File: config.mk
export PLATFORM = sky130hd
export DESIGN_NAME = cvb_builder
export DESIGN_NICKNAME = d
export VERILOG_FILES = /design/src/inc/cvb_pkg.sv /design/src/hw/cvb_builder.sv
export VERILOG_INCLUDE_DIRS = /design/src /design/src/inc
export SDC_FILE = /design/constraint.sdc
export NUM_CORES = 1
export LEC_CHECK = 0
export ABC_AREA = 0
export ABC_CLOCK_PERIOD_IN_PS = 4540
export BUFFER_PORTS_ARGS = -buffer_cell sky130_fd_sc_hd__buf_2
export CAP_MARGIN = 20
export CORE_ASPECT_RATIO = 0.8
export CORE_MARGIN = 3
export CORE_UTILIZATION = 40
export DETAILED_ROUTE_END_ITERATION = 10
export PLACE_DENSITY = 0.56
export SLEW_MARGIN = 20
export SYNTH_ARGS = -nofsm -noshare
export SYNTH_HDL_FRONTEND = slang
export SYNTH_SLANG_ARGS = --single-unit
File: constraint.sdc
create_clock -name hclk -period 4.54 [get_ports hclk]
set_input_delay 0.227 -clock hclk [delete_from_list [all_inputs] [get_ports hclk]]
set_output_delay 0.227 -clock hclk [all_outputs]
set_load 0.05 [all_outputs]
File: src/inc/cvb_defines.svh
`ifndef CVB_DEFINES_SVH
`define CVB_DEFINES_SVH

// ************************************************************
// Register byte offsets
// ************************************************************
`define CVB_ADDR_W 8
`define CVB_OFS_VDO1_CFG 8'h00
`define CVB_OFS_VDO2_CFG 8'h04
`define CVB_OFS_CTRL 8'h08
`define CVB_OFS_SVID_CNT 8'h0c
`define CVB_OFS_VDO1_RD 8'h10
`define CVB_OFS_VDO2_RD 8'h14
`define CVB_OFS_SVID_STAT 8'h18
`define CVB_OFS_SVID_BASE 8'h40

// ************************************************************
// First active cable word fields
// ************************************************************
`define CVB_F_HWFW 31:24
`define CVB_F_VER 23:21
`define CVB_B_VER_CFG 21
`define CVB_B_RSV20 20
`define CVB_F_CONN 19:18
`define CVB_B_CAPTIVE 18
`define CVB_B_RSV17 17
`define CVB_F_LAT 16:13
`define CVB_F_TERM 12:11
`define CVB_B_BOTH_ACT 11
`define CVB_F_VMAX 10:9
`define CVB_B_SBU_N 8
`define CVB_B_SBU_ACT 7
`define CVB_F_CUR 6:5
`define CVB_B_CUR5A 5
`define CVB_B_VBUS 4
`define CVB_B_SOP2 3
`define CVB_F_RSV1 2:0
`define CVB_VER_1_0 3'h0
`define CVB_VER_1_1 3'h1
`define CVB_CONN_PLUG 2'h2
`define CVB_CONN_CAPTIVE 2'h3
`define CVB_LAT_MIN 4'h1
`define CVB_LAT_MAX 4'h8
`define CVB_TERM_ONE 2'h2
`define CVB_TERM_BOTH 2'h3
`define CVB_CUR_RSVD 2'h0
`define CVB_CUR_3A 2'h1
`define CVB_CUR_5A 2'h2

// ************************************************************
// Second active cable word fields
// ************************************************************
`define CVB_F_TMAX 31:24
`define CVB_F_TSHUT 23:16
`define CVB_F_RSV2 15:6
`define CVB_B_USB2_N 5
`define CVB_B_SS_N 4
`define CVB_B_LANES 3
`define CVB_B_RSV2 2
`define CVB_F_GEN 1:0
`define CVB_B_GEN2 0
`define CVB_GEN_1 2'h0
`define CVB_GEN_2 2'h1

// ************************************************************
// SVID words, control, masks and reset values
// ************************************************************
`define CVB_F_SVID_HI 31:16
`define CVB_F_SVID_LO 15:0
`define CVB_SVID_NONE 16'h0000
`define CVB_F_PTYPE 2:0
`define CVB_B_VER12 4
`define CVB_PT_ACTIVE 3'h4
`define CVB_F_STAT_WORDS 15:8
`define CVB_F_STAT_CNT 7:0
`define CVB_VDO1_WMASK 32'hff25_efb8
`define CVB_VDO2_WMASK 32'hffff_0039
`define CVB_CTRL_WMASK 32'h0000_0017
`define CVB_VDO1_RST 32'h0000_2000
`define CVB_VDO2_RST 32'h0000_0000
`define CVB_CTRL_RST 32'h0000_0000

`endif

File: src/inc/cvb_pkg.sv
package cvb_pkg;
  // Kind of data object the partner asks for
  typedef enum logic [1:0] {
    CVB_REQ_VDO1,
    CVB_REQ_VDO2,
    CVB_REQ_SVID
  } cvb_req_t;
endpackage

File: src/hw/cvb_builder.sv
// The AHB-Lite register port and the placing of the registers were left to the implementer.
`timescale 1ns/10ps
`include "cvb_defines.svh"

module cvb_builder #(
  parameter int SVID_DEPTH = 8
) (
  // Clock and reset
  input wire logic hclk,
  input wire logic hresetn,
  // AHB-Lite slave
  input wire logic hsel,
  input wire logic [31:0] haddr,
  input wire logic [1:0] htrans,
  input wire logic hwrite,
  input wire logic [2:0] hsize,
  input wire logic [31:0] hwdata,
  input wire logic hready,
  output logic hreadyout,
  output logic hresp,
  output logic [31:0] hrdata,
  // Discovery request from partner logic
  input wire logic req_valid,
  input wire cvb_pkg::cvb_req_t req_kind,
  input wire logic [7:0] req_index,
  // Data object answer
  output logic rsp_valid,
  output logic [31:0] rsp_data,
  output logic rsp_last,
  output logic rsp_nak
);
  import cvb_pkg::*;

  localparam int IDX_W = $clog2(SVID_DEPTH);
  localparam int CNT_W = IDX_W + 1;
  localparam logic [CNT_W-1:0] DEPTH_C = CNT_W'(SVID_DEPTH);

  // ************************************************************
  // Storage
  // ************************************************************
  logic [31:0] vdo1_cfg_r;
  logic [31:0] vdo2_cfg_r;
  logic [31:0] ctrl_r;
  logic [CNT_W-1:0] svid_cnt_r;
  logic [15:0] svid_r [SVID_DEPTH];
  logic wr_pend_r;
  logic rd_pend_r;
  logic [`CVB_ADDR_W-1:0] wr_addr_r;
  logic [`CVB_ADDR_W-1:0] rd_addr_r;
  logic wr_hit_r;
  logic rd_hit_r;
  logic hreadyout_r;
  logic [31:0] hrdata_r;
  logic rsp_valid_r;
  logic [31:0] rsp_data_r;
  logic rsp_last_r;
  logic rsp_nak_r;
  cvb_req_t rsp_kind_r;

  // ************************************************************
  // Functions
  // ************************************************************
  // First active cable word from the stored settings
  function automatic logic [31:0] build_vdo1(input logic [31:0] c);
    logic [31:0] v;
    v = '0;
    v[`CVB_F_HWFW] = c[`CVB_F_HWFW];
    v[`CVB_F_VER] = c[`CVB_B_VER_CFG] ? `CVB_VER_1_1 : `CVB_VER_1_0;
    v[`CVB_F_CONN] = c[`CVB_B_CAPTIVE] ? `CVB_CONN_CAPTIVE
                                        : `CVB_CONN_PLUG;
    // Latency clamped into the legal code range
    if (c[`CVB_F_LAT] < `CVB_LAT_MIN) begin
      v[`CVB_F_LAT] = `CVB_LAT_MIN;
    end else if (c[`CVB_F_LAT] > `CVB_LAT_MAX) begin
      v[`CVB_F_LAT] = `CVB_LAT_MAX;
    end else begin
      v[`CVB_F_LAT] = c[`CVB_F_LAT];
    end
    v[`CVB_F_TERM] = c[`CVB_B_BOTH_ACT] ? `CVB_TERM_BOTH
                                         : `CVB_TERM_ONE;
    v[`CVB_F_VMAX] = c[`CVB_F_VMAX];
    v[`CVB_B_SBU_N] = c[`CVB_B_SBU_N];
    // Sideband kind only meaningful with wires present
    v[`CVB_B_SBU_ACT] = !c[`CVB_B_SBU_N] && c[`CVB_B_SBU_ACT];
    v[`CVB_B_VBUS] = c[`CVB_B_VBUS];
    // Current field left at zero without VBUS
    if (c[`CVB_B_VBUS]) begin
      v[`CVB_F_CUR] = c[`CVB_B_CUR5A] ? `CVB_CUR_5A : `CVB_CUR_3A;
    end else begin
      v[`CVB_F_CUR] = `CVB_CUR_RSVD;
    end
    v[`CVB_B_SOP2] = c[`CVB_B_SOP2];
    v[`CVB_B_RSV20] = 1'b0;
    v[`CVB_B_RSV17] = 1'b0;
    v[`CVB_F_RSV1] = '0;
    return v;
  endfunction

  // Second active cable word from the stored settings
  function automatic logic [31:0] build_vdo2(input logic [31:0] c);
    logic [31:0] v;
    v = '0;
    v[`CVB_F_TMAX] = c[`CVB_F_TMAX];
    v[`CVB_F_TSHUT] = c[`CVB_F_TSHUT];
    v[`CVB_B_USB2_N] = c[`CVB_B_USB2_N];
    v[`CVB_B_SS_N] = c[`CVB_B_SS_N];
    v[`CVB_B_LANES] = c[`CVB_B_LANES];
    v[`CVB_F_GEN] = c[`CVB_B_GEN2] ? `CVB_GEN_2 : `CVB_GEN_1;
    return v;
  endfunction

  // Number of SVID words, one more than the pair count
  function automatic logic [CNT_W-1:0] svid_words(
    input logic [CNT_W-1:0] cnt
  );
    return (cnt >> 1) + CNT_W'(1);
  endfunction

  // Table slot decode of a register address
  function automatic logic svid_hit(input logic [`CVB_ADDR_W-1:0] a);
    logic [`CVB_ADDR_W-1:0] d;
    d = a - `CVB_OFS_SVID_BASE;
    return (a >= `CVB_OFS_SVID_BASE) && ((d >> 2) < SVID_DEPTH);
  endfunction

  function automatic logic [IDX_W-1:0] svid_slot(
    input logic [`CVB_ADDR_W-1:0] a
  );
    logic [`CVB_ADDR_W-1:0] d;
    d = (a - `CVB_OFS_SVID_BASE) >> 2;
    return d[IDX_W-1:0];
  endfunction

  // ************************************************************
  // Bus address phase and wait state
  // ************************************************************
  logic bus_acc;
  logic bus_hit;
  logic [31:0] wdat;
  logic [31:0] rd_mux;
  logic [31:0] vdo1_now;
  logic [31:0] vdo2_now;
  logic vdo2_ok;
  logic [CNT_W-1:0] words_now;

  assign bus_acc = hsel && htrans[1] && hready;
  assign bus_hit = (haddr[31:`CVB_ADDR_W] == '0);
  assign wdat = hwdata;
  assign vdo1_now = build_vdo1(vdo1_cfg_r);
  assign vdo2_now = build_vdo2(vdo2_cfg_r);
  assign words_now = svid_words(svid_cnt_r);
  assign vdo2_ok = (ctrl_r[`CVB_F_PTYPE] == `CVB_PT_ACTIVE) &&
                   ctrl_r[`CVB_B_VER12];

  // Capture of the address phase
  always_ff @(posedge hclk or negedge hresetn) begin
    if (!hresetn) begin
      wr_pend_r <= 1'b0;
      rd_pend_r <= 1'b0;
      wr_addr_r <= '0;
      rd_addr_r <= '0;
      wr_hit_r <= 1'b0;
      rd_hit_r <= 1'b0;
    end else begin
      wr_pend_r <= bus_acc && hwrite;
      rd_pend_r <= bus_acc && !hwrite;
      if (bus_acc && hwrite) begin
        wr_addr_r <= haddr[`CVB_ADDR_W-1:0];
        wr_hit_r <= bus_hit;
      end
      if (bus_acc && !hwrite) begin
        rd_addr_r <= haddr[`CVB_ADDR_W-1:0];
        rd_hit_r <= bus_hit;
      end
    end
  end

  // One wait state on reads, none on writes
  always_ff @(posedge hclk or negedge hresetn) begin
    if (!hresetn) begin
      hreadyout_r <= 1'b1;
    end else begin
      hreadyout_r <= !(bus_acc && !hwrite);
    end
  end

  // ************************************************************
  // Register writes
  // ************************************************************
  always_ff @(posedge hclk or negedge hresetn) begin
    if (!hresetn) begin
      vdo1_cfg_r <= `CVB_VDO1_RST;
      vdo2_cfg_r <= `CVB_VDO2_RST;
      ctrl_r <= `CVB_CTRL_RST;
      svid_cnt_r <= '0;
    end else if (wr_pend_r && wr_hit_r) begin
      unique case (wr_addr_r)
        `CVB_OFS_VDO1_CFG: vdo1_cfg_r <= wdat & `CVB_VDO1_WMASK;
        `CVB_OFS_VDO2_CFG: vdo2_cfg_r <= wdat & `CVB_VDO2_WMASK;
        `CVB_OFS_CTRL: ctrl_r <= wdat & `CVB_CTRL_WMASK;
        `CVB_OFS_SVID_CNT: begin
          // Count saturates at the table depth
          if (wdat > 32'(SVID_DEPTH)) begin
            svid_cnt_r <= DEPTH_C;
          end else begin
            svid_cnt_r <= wdat[CNT_W-1:0];
          end
        end
        default: ;
      endcase
    end
  end

  // SVID table entries
  always_ff @(posedge hclk or negedge hresetn) begin
    if (!hresetn) begin
      for (int i = 0; i < SVID_DEPTH; i++) begin
        svid_r[i] <= `CVB_SVID_NONE;
      end
    end else if (wr_pend_r && wr_hit_r && svid_hit(wr_addr_r)) begin
      svid_r[svid_slot(wr_addr_r)] <= wdat[`CVB_F_SVID_LO];
    end
  end

  // ************************************************************
  // Register reads
  // ************************************************************
  always_comb begin
    rd_mux = '0;
    if (rd_hit_r) begin
      unique case (rd_addr_r)
        `CVB_OFS_VDO1_CFG: rd_mux = vdo1_cfg_r;
        `CVB_OFS_VDO2_CFG: rd_mux = vdo2_cfg_r;
        `CVB_OFS_CTRL: rd_mux = ctrl_r;
        `CVB_OFS_SVID_CNT: rd_mux = 32'(svid_cnt_r);
        `CVB_OFS_VDO1_RD: rd_mux = vdo1_now;
        `CVB_OFS_VDO2_RD: rd_mux = vdo2_ok ? vdo2_now : '0;
        `CVB_OFS_SVID_STAT: begin
          rd_mux[`CVB_F_STAT_WORDS] = 8'(words_now);
          rd_mux[`CVB_F_STAT_CNT] = 8'(svid_cnt_r);
        end
        default: begin
          if (svid_hit(rd_addr_r)) begin
            rd_mux[`CVB_F_SVID_LO] = svid_r[svid_slot(rd_addr_r)];
          end
        end
      endcase
    end
  end

  // Read data loaded during the wait state
  always_ff @(posedge hclk or negedge hresetn) begin
    if (!hresetn) begin
      hrdata_r <= '0;
    end else if (rd_pend_r) begin
      hrdata_r <= rd_mux;
    end
  end

  // ************************************************************
  // Discovery answers
  // ************************************************************
  logic [CNT_W:0] hi_idx;
  logic [CNT_W:0] lo_idx;
  assign hi_idx = {req_index[CNT_W-1:0], 1'b0};
  assign lo_idx = hi_idx + (CNT_W+1)'(1);

  always_ff @(posedge hclk or negedge hresetn) begin
    if (!hresetn) begin
      rsp_valid_r <= 1'b0;
      rsp_data_r <= '0;
      rsp_last_r <= 1'b0;
      rsp_nak_r <= 1'b0;
      rsp_kind_r <= CVB_REQ_VDO1;
    end else begin
      rsp_valid_r <= req_valid;
      if (req_valid) begin
        rsp_kind_r <= req_kind;
        rsp_data_r <= '0;
        rsp_last_r <= 1'b1;
        rsp_nak_r <= 1'b0;
        unique case (req_kind)
          CVB_REQ_VDO1: rsp_data_r <= vdo1_now;
          CVB_REQ_VDO2: begin
            // Refused unless active cable at version 1.2
            if (vdo2_ok) begin
              rsp_data_r <= vdo2_now;
            end else begin
              rsp_nak_r <= 1'b1;
            end
          end
          CVB_REQ_SVID: begin
            if (9'(req_index) < 9'(words_now)) begin
              rsp_last_r <= (9'(req_index) == 9'(words_now) - 9'd1);
              // Entry 2n high, 2n+1 low, zero past the count
              if (hi_idx < (CNT_W+1)'(svid_cnt_r)) begin
                rsp_data_r[`CVB_F_SVID_HI] <=
                  svid_r[hi_idx[IDX_W-1:0]];
              end else begin
                rsp_data_r[`CVB_F_SVID_HI] <= `CVB_SVID_NONE;
              end
              if (lo_idx < (CNT_W+1)'(svid_cnt_r)) begin
                rsp_data_r[`CVB_F_SVID_LO] <=
                  svid_r[lo_idx[IDX_W-1:0]];
              end else begin
                rsp_data_r[`CVB_F_SVID_LO] <= `CVB_SVID_NONE;
              end
            end else begin
              rsp_nak_r <= 1'b1;
            end
          end
          default: rsp_nak_r <= 1'b1;
        endcase
      end
    end
  end

  // Outputs from flops, hresp tied low
  assign hreadyout = hreadyout_r;
  assign hresp = 1'b0;
  assign hrdata = hrdata_r;
  assign rsp_valid = rsp_valid_r;
  assign rsp_data = rsp_data_r;
  assign rsp_last = rsp_last_r;
  assign rsp_nak = rsp_nak_r;

  logic v1_out;
  logic v2_out;
  logic sv_out;
  assign v1_out = rsp_valid && rsp_kind_r == CVB_REQ_VDO1;
  assign v2_out = rsp_valid && rsp_kind_r == CVB_REQ_VDO2 && !rsp_nak;
  assign sv_out = rsp_valid && rsp_kind_r == CVB_REQ_SVID && !rsp_nak;
endmodule

==> metrics.md <==
| Metric | Value |
|---|---|
| Outcome | `completed` |
| Most frequent cell after synthesis | `dfrtp_1` |
| Final Hold Violating Endpoints | `0` |
| Final ANT Viol Nets | `0` |
| Clk slew on worst S/H paths | `0.06 ns` |
| Area Overhead vs Synth | `17.1%` |
| RD Place Congestion | `0.825` |
| Global-route wire length before repair | `60.2 mm` |
| Final TNS setup | `0 ns` |
| DRT iter0 DRCs | `740` |
| Hold WS | `0.0199 ns` |
| Async SR Flop Fraction | `100%` |
| Post-CTS Setup Bufs | `0` |
| CP max stage cell | `a21o_1` |
| Number of flops mapped to enable cells by yosys | `0` |
| Die area | `35,000 µm²` |
| Min Tclk post-route | `2.80 ns` |
| GR Util met1 | `34.7%` |
| DP Wirelength | `26.0 mm` |
| Layout Cells excl Fill | `1,606` |
| Netlist cell types | `72` |
| First-pass DRT Iterations | `5` |
| Register bit total from synthesis | `266` |
| Total Power | `0.00560 W` |
| CTS tree | `built` |
| Via count | `9,160` |
| Total GRT Usage | `22.5%` |
| Slew @ Worst Pin | `1.09 ns` |
| Wirelength per Cell | `24.6 µm` |
| WL final | `39.5 mm` |
| Buf+Inv Stages, Crit Path | `0` |
| Layout fillers | `2,894` |
| CTS max path bufs | `3` |
| Post-cts hold buffer count | `28` |
| Cells on worst reg2reg path | `6` |
| Met2 GRT Util | `32.7%` |
| Synth area leader | `dfrtp_1` |
| CP dominant cell by count | `a21o_1` |
| Worst EP required | `5.02 ns` |
| Largest family of logic cells by synthesized area | `multiplexers` |
| Xor/xnor cell area share of the yosys netlist | `0.334%` |
| Max frequency | `358 MHz` |
| Initial antenna violation count | `2` |
| Core box area | `31,900 µm²` |
| RSZ-0062 raised after global routing | `no` |
| Top post-synthesis cells by area | `dfrtp_1 50%, mux2_2 15%, mux4_2 11%` |
| Share of Yosys cell area claimed by the top area cell type | `50.4%` |
| Final core utilization | `48.2%` |
| # resized after CTS | `0` |
| Largest net degree at the start of global routing | `118` |
| GRT overflow | `0` |
| Clock sink total | `266` |
| # DRC | `0` |
| Dpl cells | `1,525` |
| Yosys warnings | `0` |
| Worst VDD drop | `0.205 mV` |
| Synth Area in Adders | `0.745%` |
| Max cap viols | `0` |
| M3 GR Usage | `5.23%` |
| Synth Area in Compound Gates | `8.45%` |
| Fin Clk Skew | `0.0185 ns` |
| Worst hold stages | `2` |
| Final setup fails | `0` |
| Period utilization | `61.6%` |
| Crit Path Class | `register to register` |
| Worst hold-check path type | `input pin to register` |
| CTS H-Tree Depth | `1` |
| Worst-path maximum fanout | `16` |
| Worst Setup End Kind | `register` |
| DR vias/cell | `5.70` |
| CP top delay family | `compound AO/OA/AOI/OAI gates` |
| GRT busiest layer | `met1` |
| CTS Buf Count | `29` |
| Die width | `208 µm` |
| Crit path from | `svid_cnt_r[1]` |
| Net count after synthesis | `1,109` |
| Slowest stage delay, CP | `0.74 ns` |
| Synth top cells by count | `264 x dfrtp_1, 174 x mux2_2, 109 x nand2_1, 64 x mux4_2, 38 x o21ai_0` |
| Post-Syn Instances | `1,017` |
| CP startpoint kind | `register` |
| Hold Path End | `vdo2_cfg_r[17]` |
| Fin. max-slew vios | `0` |
| Nets | `1,257` |
| Reg2reg start | `svid_cnt_r[1]` |
| Clk Latency, worst-skew pair | `0.55 ns` |
| Critical Path AT | `3.27 ns` |
| Hold Crit Start | `hwdata[17]` |
| Starting Density | `41.1%` |
| LEAKAGE | `6.86 nW` |
| Netlist Area Pre-Place | `13,100 µm²` |
| Synthesized area per cell | `12.9 µm²` |
| Max transition margin | `26.9%` |
| Seq/Total Area, Yosys | `50.8%` |
| Main synth FF type | `dfrtp_1` |
| I/O Pins | `154` |
| R2r endpoint | `rsp_data[14]` |
| Clock root buffer | `clkbuf_16` |
| Layout cells sized above 1 | `40.3%` |
| Reg2reg setup slack | `1.74 ns` |
| Row count | `58` |
| Crit path cell chain | `ha_1, xnor2_1, o21ai_0, a21o_1, nor2b_1, a21o_1` |
| Mux cell area share after synthesis | `27.1%` |
| Vias in the first global route | `9,257` |
| Post-synthesis simple-gate area fraction | `8.81%` |
| Die height | `168 µm` |
| I/O Buffers | `148` |
| PD cells | `365 nW/µm²` |
## power by group
part,total (W),internal (W),leakage (nW),switching (W)
clock network,0.00225,0.00131,0.442,0.000941
registers,0.00257,0.00247,3.33,0.000101
logic,0.000774,0.000341,3.09,0.000432
total,0.00560,0.00412,6.86,0.00147
## through the flow
stage	cell area (µm²)	setup WS, ns
6_report	15300	1.74
5_1_grt	15300	1.62
4_1_cts	15300	1.82
3_5_place_dp	14100	1.70
3_3_place_gp	14100	1.75
2_1_floorplan	13100	2.46
## state kept, by name (all words and copies together), names as in the netlist, 4 cells and up
name and flops:
svid_r 128, hrdata 32, rsp_data 32, vdo1_cfg_r 22
vdo2_cfg_r 20, rd_addr_r 8, wr_addr_r 8, ctrl_r 4
svid_cnt_r 4
## kinds of logic (layout without fill, tap and decap cells)
group                    count (synthesis)  in the layout
other                                    1              2
AO/OA/AOI/OAI                          152            152
flip-flops                             266            266
buffers and inverters                  106            274
adder cells (fa/ha/maj)                  8              8
multiplexers                           253            253
XOR/XNOR                                 5              5
AND/OR/NAND/NOR                        226            226
## worst max-delay path by stage
stage	depth (start not counted)	to
after global routing	6	hrdata[21]
after CTS	6	rsp_data[30]
after detailed placement	7	rsp_data[30]
after floorplan	9	rsp_data[18]
after global placement	7	rsp_data[30]
final	6	rsp_data[14]
## placed cells by master (no fill, tap or decap), types with 3 or more instances in the layout
master,n
nor2_1,21
o221ai_1,3
o31ai_1,3
dfrtp_1,263
nand3_1,20
a22oi_1,28
a21o_1,6
mux4_2,64
o21ai_0,38
clkinv_2,6
clkbuf_16,29
a211oi_1,3
mux2_2,174
nor3_1,8
clkbuf_1,9
buf_2,147
inv_1,27
o22ai_1,3
a22o_1,6
o221ai_2,9
clkbuf_8,5
dlygate4sd3_1,28
a31oi_1,4
buf_4,16
nand4_1,7
o2bb2ai_1,3
xnor2_1,3
a2bb2oi_1,3
nand3b_2,4
a221o_1,5
a21oi_1,19
and3_1,12
ha_1,7
nor2b_1,7
nand2_1,109
o21a_1,3
nor4_1,15
mux2i_1,14
a32oi_1,3
## cell type report
type	count	area, µm²	share of cell area [%]
diodes	1	2.50	0.0163
clock buffers	43	828	5.40
clock inverters	8	67.6	0.440
inverters	29	109	0.709
multi-input cells	645	5960	38.9
flip-flops and latches	266	6660	43.4
well taps	420	526	3.42
repair buffers	194	1190	7.73
## routing by layer
layer	routed length, µm	share of wire [%]
met1	18800	48
met2	17100	43
met3	2920	7.4
met4	688	1.7
met5	21	0.053
Power figures use the tool's default switching activity.
